===== config.mk =====
export PLATFORM = sky130hd
export DESIGN_NAME = cfg_indirect_and_vc_capability
export DESIGN_NICKNAME = d
export VERILOG_FILES = /design/src/hw/cfg_vc_pkg.sv /design/src/hw/cfg_indirect_and_vc_capability.sv
export VERILOG_INCLUDE_DIRS = /design/src /design/src/hw
export SDC_FILE = /design/constraint.sdc
export NUM_CORES = 1
export LEC_CHECK = 0
export BUFFER_PORTS_ARGS = -buffer_cell sky130_fd_sc_hd__buf_4
export CORE_ASPECT_RATIO = 1.25
export CORE_MARGIN = 1
export CORE_UTILIZATION = 46
export CTS_CLUSTER_DIAMETER = 120
export DETAILED_ROUTE_END_ITERATION = 16
export GPL_TIMING_DRIVEN = 1
export MAX_ROUTING_LAYER = met4
export PLACE_DENSITY = 0.85
export SYNTH_ARGS = -nofsm -noshare
export SYNTH_HDL_FRONTEND = slang
export SYNTH_SLANG_ARGS = --single-unit
export TNS_END_PERCENT = 1

===== constraint.sdc =====
create_clock -name core_clk -period 2.23 [get_ports core_clk]
set_input_delay 0.446 -clock core_clk [delete_from_list [all_inputs] [get_ports core_clk]]
set_output_delay 0.446 -clock core_clk [all_outputs]
set_load 0.02 [all_outputs]

===== src/hw/cfg_vc_defines.svh =====
// Offsets, field positions, reset values and timing for the indirect window and channel capability bank.
`ifndef CFG_VC_DEFINES_SVH
`define CFG_VC_DEFINES_SVH

// ----------------------------------------------------------------------------
// Register byte offsets
// ----------------------------------------------------------------------------
`define OFS_INDIRECT_POINTER 12'h0f8
`define OFS_INDIRECT_DATA 12'h0fc
`define OFS_CAP_HEADER 12'h100
`define OFS_PORT_CAP_ONE 12'h104
`define OFS_RES0_CAP 12'h110
`define OFS_RES0_CTL 12'h114

// ----------------------------------------------------------------------------
// Field positions
// ----------------------------------------------------------------------------
`define PTR_DWORD_LSB 2
`define PTR_GROUP_MSB 11
`define HDR_VERSION_LSB 16
`define HDR_LINK_LSB 20
`define PVC_EXTRA_LSB 0
`define PVC_LOW_PRIO_LSB 4
`define PVC_TIME_BASE_LSB 8
`define PVC_ENTRY_W_LSB 10
`define RES_ADV_SW_BIT 14
`define RES_SNOOP_REJ_BIT 15
`define RES_SLOT_LSB 16
`define RES_LOC_LSB 24

// ----------------------------------------------------------------------------
// Fixed values and reset values
// ----------------------------------------------------------------------------
`define HDR_IDENT 16'h0002
`define HDR_VERSION 4'h1
`define HDR_LINK 12'h000
`define PVC_EXTRA 3'h0
`define PVC_LOW_PRIO 3'h0
`define PVC_TIME_BASE 2'h0
`define PVC_ENTRY_W 2'h1
`define RES_ADV_SW 1'h0
`define RES_SNOOP_REJ 1'h0
`define RES_SLOT 7'h00
`define RST_ARB_MASK 8'h01
`define RST_ARB_LOC 8'h00
`define RST_CLASS_MAP 8'hff
`define RST_POINTER 10'h000

// ----------------------------------------------------------------------------
// Timing
// ----------------------------------------------------------------------------
`define ANSWER_CYCLES 1

`endif


===== src/hw/cfg_vc_pkg.sv =====
// Types shared by the indirect window and channel capability bank.
package cfg_vc_pkg;

  // --------------------------------------------------------------------------
  // Access request and answer
  // --------------------------------------------------------------------------
  typedef struct packed {
    logic valid;
    logic wr;
    logic [9:0] dword;
    logic [3:0] be;
    logic [31:0] wdata;
    logic smbus;
    logic init;
  } cfg_req_s;

  typedef struct packed {
    logic ack;
    logic [31:0] rdata;
  } cfg_rsp_s;

  // --------------------------------------------------------------------------
  // Decoded target register
  // --------------------------------------------------------------------------
  typedef enum logic [5:0] {
    SEL_NONE = 6'b000001,
    SEL_POINTER = 6'b000010,
    SEL_HEADER = 6'b000100,
    SEL_PORT_CAP = 6'b001000,
    SEL_RES_CAP = 6'b010000,
    SEL_RES_CTL = 6'b100000
  } reg_sel_e;

endpackage : cfg_vc_pkg


===== src/hw/cfg_indirect_and_vc_capability.sv =====
// Indirect configuration window and virtual channel capability register bank.
`timescale 1ns/1ns
`include "cfg_vc_defines.svh"
// ----------------------------------------------------------------------------
// Overview of operation
// - Window read returns the register that the indirect pointer selects.
// - Window write updates the register that the indirect pointer selects.
// - Window accesses touch only the byte lanes enabled on the access.
// - Pointer aimed at the window itself: reads give zero, writes dropped.
// - Window accesses over SMBus read zero and change nothing.
// - Header bits 15:0 read 0x2, a virtual channel structure.
// - Header bits 19:16 read structure version 0x1.
// - Header bits 31:20 read zero, no further capability.
// - Port capability bits 2:0 read zero, default channel only.
// - Port capability bits 6:4 read zero, no low priority channels.
// - Port capability bits 9:8 read zero, no time based round robin.
// - Port capability bits 11:10 read 0x1, two bit table entries.
// - Arbitration ability mask resets to 0x1, fixed round robin.
// - Each mask bit is one scheme; several may be set together.
// - Resource capability bit 14 reads zero.
// - Resource capability bit 15 reads zero.
// - Resource capability bits 22:16 read zero.
// - Table location in bits 31:24, sixteen byte units, resets zero.
// - Class map resets 0xff; bit 0 fixed, bits 1 to 7 writable.
// ----------------------------------------------------------------------------
module cfg_indirect_and_vc_capability (
  // Clock and reset
  input wire logic core_clk,
  input wire logic rst,
  // Configuration access
  input wire cfg_vc_pkg::cfg_req_s req,
  output cfg_vc_pkg::cfg_rsp_s rsp
);
  import cfg_vc_pkg::*;

  // --------------------------------------------------------------------------
  // Index constants
  // --------------------------------------------------------------------------
  localparam logic [9:0] IDX_POINTER = 10'(`OFS_INDIRECT_POINTER >> 2);
  localparam logic [9:0] IDX_DATA = 10'(`OFS_INDIRECT_DATA >> 2);
  localparam logic [9:0] IDX_HEADER = 10'(`OFS_CAP_HEADER >> 2);
  localparam logic [9:0] IDX_PORT_CAP = 10'(`OFS_PORT_CAP_ONE >> 2);
  localparam logic [9:0] IDX_RES_CAP = 10'(`OFS_RES0_CAP >> 2);
  localparam logic [9:0] IDX_RES_CTL = 10'(`OFS_RES0_CTL >> 2);

  // --------------------------------------------------------------------------
  // State
  // --------------------------------------------------------------------------
  logic [9:0] ptr_q;
  logic [7:0] arb_mask_q;
  logic [7:0] arb_loc_q;
  logic [7:1] map_q;
  cfg_rsp_s rsp_q;

  // --------------------------------------------------------------------------
  // Access steering
  // --------------------------------------------------------------------------
  wire logic is_win = req.dword == IDX_DATA;
  wire logic win_self = is_win && (ptr_q == IDX_DATA);
  wire logic win_smbus = is_win && req.smbus;
  // A blocked window access still answers, but as a zero read and a dropped write.
  wire logic win_blocked = win_self || win_smbus;
  wire logic [9:0] tgt_idx = is_win ? ptr_q : req.dword;
  wire logic wr_ok = req.valid && req.wr && !win_blocked;
  // Initialization path covers serial EEPROM load and SMBus.
  wire logic lock_ok = req.init || req.smbus;
  logic [3:0] lane_wr;
  reg_sel_e sel;

  genvar lane;
  generate
    for (lane = 0; lane < 4; lane++)
    begin : g_lane
      assign lane_wr[lane] = wr_ok && req.be[lane];
    end
  endgenerate

  always_comb
  begin
    if (tgt_idx == IDX_POINTER)
      sel = SEL_POINTER;
    else if (tgt_idx == IDX_HEADER)
      sel = SEL_HEADER;
    else if (tgt_idx == IDX_PORT_CAP)
      sel = SEL_PORT_CAP;
    else if (tgt_idx == IDX_RES_CAP)
      sel = SEL_RES_CAP;
    else if (tgt_idx == IDX_RES_CTL)
      sel = SEL_RES_CTL;
    else
      sel = SEL_NONE;
  end

  // --------------------------------------------------------------------------
  // Read values
  // --------------------------------------------------------------------------
  wire logic [31:0] header_val = {`HDR_LINK, `HDR_VERSION, `HDR_IDENT};
  wire logic [31:0] port_cap_val = {20'h00000, `PVC_ENTRY_W, `PVC_TIME_BASE,
                                    1'b0, `PVC_LOW_PRIO, 1'b0, `PVC_EXTRA};
  // Mask bits are independent, so any combination of schemes can be reported.
  wire logic [31:0] res_cap_val = {arb_loc_q, 1'b0, `RES_SLOT, `RES_SNOOP_REJ, `RES_ADV_SW,
                                   6'h00, arb_mask_q};
  wire logic [7:0] map_val = {map_q, 1'b1};
  wire logic [31:0] res_ctl_val = {24'h000000, map_val};
  wire logic [31:0] ptr_val = {20'h00000, ptr_q, 2'b00};
  logic [31:0] rd_val;

  always_comb
  begin
    rd_val = 32'h00000000;
    if (!win_blocked)
    begin
      case (sel)
        SEL_POINTER: rd_val = ptr_val;
        SEL_HEADER: rd_val = header_val;
        SEL_PORT_CAP: rd_val = port_cap_val;
        SEL_RES_CAP: rd_val = res_cap_val;
        SEL_RES_CTL: rd_val = res_ctl_val;
        default: rd_val = 32'h00000000;
      endcase
    end
  end

  // --------------------------------------------------------------------------
  // Writes
  // --------------------------------------------------------------------------
  wire logic hit_ptr = sel == SEL_POINTER;
  wire logic hit_cap = sel == SEL_RES_CAP;
  wire logic hit_ctl = sel == SEL_RES_CTL;
  // The pointer can rewrite itself through the window; the new value holds from the next access.
  wire logic [5:0] ptr_lo_d = (hit_ptr && lane_wr[0]) ? req.wdata[7:2] : ptr_q[5:0];
  wire logic [3:0] ptr_hi_d = (hit_ptr && lane_wr[1]) ? req.wdata[11:8] : ptr_q[9:6];
  wire logic mask_we = hit_cap && lane_wr[0] && lock_ok;
  wire logic loc_we = hit_cap && lane_wr[3] && lock_ok;
  wire logic map_we = hit_ctl && lane_wr[0];

  always_ff @(posedge core_clk or posedge rst)
  begin
    if (rst)
    begin
      ptr_q <= `RST_POINTER;
      arb_mask_q <= `RST_ARB_MASK;
      arb_loc_q <= `RST_ARB_LOC;
      map_q <= 7'(`RST_CLASS_MAP >> 1);
    end
    else
    begin
      ptr_q <= {ptr_hi_d, ptr_lo_d};
      if (mask_we)
        arb_mask_q <= req.wdata[7:0];
      if (loc_we)
        arb_loc_q <= req.wdata[31:24];
      if (map_we)
        map_q <= req.wdata[7:1];
    end
  end

  // --------------------------------------------------------------------------
  // Answer
  // --------------------------------------------------------------------------
  always_ff @(posedge core_clk or posedge rst)
  begin
    if (rst)
      rsp_q <= '0;
    else
    begin
      rsp_q.ack <= req.valid;
      if (req.valid && !req.wr)
        rsp_q.rdata <= rd_val;
    end
  end

  assign rsp = rsp_q;

  wire logic rd_req = req.valid && !req.wr;
  wire logic wr_req = req.valid && req.wr;
endmodule : cfg_indirect_and_vc_capability


==> out/qor.txt <==
Status: finished, final reports clean
WHS: 181.7 ps
Via-to-Cell Ratio: 5.595
Post-synth cell types: 41
Diodes inserted: 0
Global-route wire length before repair: 10710 microns
Starting utilization of the core area: 0.4834
# clock sinks: 55
Syn avg cell area: 11.60 sq um
Sw Ratio: 0.2451
Post-synthesis sequential element count: 55
Maximum root-to-sink buffer count: 2
CP Max Fanout: 8
Sequential Power Share: 0.561
Max stage delay on crit path: 370 ps
HP Class: in -> async
GPL Wtd Cong: 1.023
F_max: 461.2 MHz
Worst Path Arrival: 2350 ps
DRT Wirelength: 6831 microns
Initial antenna violation count: 0
Fraction of layout cells with a size suffix above 1: 0.5106
PD cells: 493.9 nW/um^2
Post-layout min period: 2168 ps
Die X: 70.11 microns
Final worst setup slack: 61.63 ps
Synth warnings: 0
Setup crit start kind: primary input
Num rows: 30
DRC: 0
Int Power: 1.351 mW
Post-Syn Area: 2668 sq um
Setup TNS Final: 0 ps
Initial DRT Pass Iterations: 5
Sequential fraction of the synthesis area: 0.5197
Required @ worst endpoint: 2410 ps
Most frequent cells in the layout: buf_4, dfrtp_1, mux2_2, nand2_1
Fin crit share: 0.9724
Mapped Cells: 230
Initial detailed-routing violation count: 126
Clk pin slew, worst setup/hold paths: 100 ps
Cts bufs inserted: 5
DIE AREA: 6109 sq um
Worst path slowest cell: mux2_4
Clock Root Buffer: clkbuf_8
Area delta synth->final: 35.84%
Clock network fraction of design power: 0.335
Pwr Total: 1.790 mW
CP endpoint kind: flip-flop
WL/cell: 17.29 microns
Crit-path most repeated cell: buf_4
P_leak: 1.764 nW
Maxcap violations: 0
Vias in the first global route: 2291
Largest net degree at the start of global routing: 56
Final ANT Viol Nets: 0
CTS tree: done
Port Buffers: 60
Commonest non-fill, non-tap cell in the layout: buf_4
Switching Power: 0.4387 mW
DP Worst Slack: -307.1 ps
Core area: 5518 sq um
Clk Latency, worst-skew pair: 300 ps
Area share of the largest cell type after synthesis: 0.4409
Vias: 2210
Final HPWL DP: 5131 microns
VDD IR max: 0.3924 mV
Number of setup violations in the final report: 0
Skew final: 13.97 ps
GRT Total Usage: 0.2354
Die extent in y: 87.14 microns
Grt total ovfl: 0
Final #Nets: 382
CP Cell Sequence: buf_4, nand3b_1, nor4b_4, a22oi_2, buf_4, nor3_4, o2111ai_4, mux2_4
Worst setup path class: in -> reg
Combinational share of power: 0.104
CTS H-tree depth: 2
Largest area contributor in the netlist: dfrtp_1
Number of I/O pins: 85
Slew Limit Fails: 0
Final Hold Viols: 0
Ranking of synthesized cells by area: dfrtp_1, mux2_2, dfstp_2
## cell usage after synthesis (all sizes together)
cell     count
dfrtp       47
mux2        33
nand2       30
buf         14
nor2        14
a22o        12
o21ai        9
dfstp        8
a21boi       6
a32oi        5
and2         4
clkbuf       4
a31oi        3
nand3b       3
nand4        3
nor4         3
nor4b        3
a41oi        2
and3         2
and3b        2
and4b        2
inv          2
nor2b        2
nor3         2
o2111ai      2
or2          2
a211o        1
a211oi       1
a221oi       1
a222oi       1
a22oi        1
and4bb       1
conb         1
nand2b       1
nand3        1
nor3b        1
or2b         1
## what timing repair did
| action | CTS | global route |
|---|---|---|
| gates cloned | 0 | 0 |
| hold buffers | 0 | 0 |
| pin swaps | 1 | 5 |
| setup endpoints to repair | 12 | 49 |
| buffers inserted | 0 | 2 |
| gates resized for setup | 1 | 10 |
## registers in the layout, indices dropped and copies added, names as in the netlist
register,cells
rsp,22
arb_loc_q,8
ptr_q,10
map_q,7
arb_mask_q,8
## layer usage
metal | vias up | global-route usage | routed length [microns]
met1 | 1098 | 0.2665 | 2714
met3 | 11 | 0.03241 | 310
met4 | 0 | 0.08364 | 134
li1 | 1022 | - | -
met5 | - | - | 0
met2 | 79 | 0.4257 | 3673
## power groups by stage
| stage | Sequential, mW | Combinational, mW | Clock, mW |
|---|---|---|---|
| after CTS | 1.00 | 0.183 | 0.618 |
| final | 1.00 | 0.187 | 0.599 |
| after global placement | 1.02 | 0.178 | 0 |
| after detailed placement | 1.02 | 0.182 | 0 |
| after global routing | 1.00 | 0.203 | 0.653 |
| after floorplan | 1.02 | 0.0823 | 0 |
## worst max-delay path: cells and delay by family
kind / cells / cell delay (ps)
AOI/OAI and AO/OA: 2 / 450
and+or+nand+nor: 3 / 800
muxes: 1 / 370
buffers and inverters: 2 / 290
## layout make-up
| type | count | area [sq um] |
|---|---|---|
| Clock buffer | 6 | 82.58 |
| Sequential cell | 55 | 1388 |
| Fill cell | 442 | 1894 |
| Tap cell | 64 | 80.08 |
| Inverter | 2 | 7.507 |
| Timing Repair Buffer | 101 | 770.7 |
| Multi-Input combinational cell | 165 | 1275 |
| Clock inverter | 2 | 20.02 |
## metrics by stage
stage,util,cell area (sq um),std cells
final,0.6567,3623,395
after global routing,0.6567,3623,395
after CTS,0.6440,3553,393
after detailed placement,0.6243,3445,385
after global placement,0.6243,3445,385
after floorplan,-,2724,240
## logic make-up after synthesis
group                  Yosys count  share of synthesized area
buffers and inverters           20                    0.04503
AND/OR/NAND/NOR                 77                     0.1557
other                            1                   0.001406
multiplexers                    33                     0.1393
AO/OA/AOI/OAI                   44                     0.1388
flip-flops                      55                     0.5197
## path summary, 6_finish.rpt
path | from | endpoint | slack (ps) | cells past startpoint
max | req[45] | arb_mask_q[1] | 60 | 8
min | rst | rsp[30] | 180 | 3
max reg2reg | ptr_q[7] | arb_mask_q[1] | 80 | 6
min reg2reg | rsp[11] | rsp[11] | 490 | 2
max in group asynchronous | rst | map_q[4] | 1750 | 3
min in group core_clk | req[49] | rsp[32] | 270 | 1
Power figures use the tool's default switching activity.
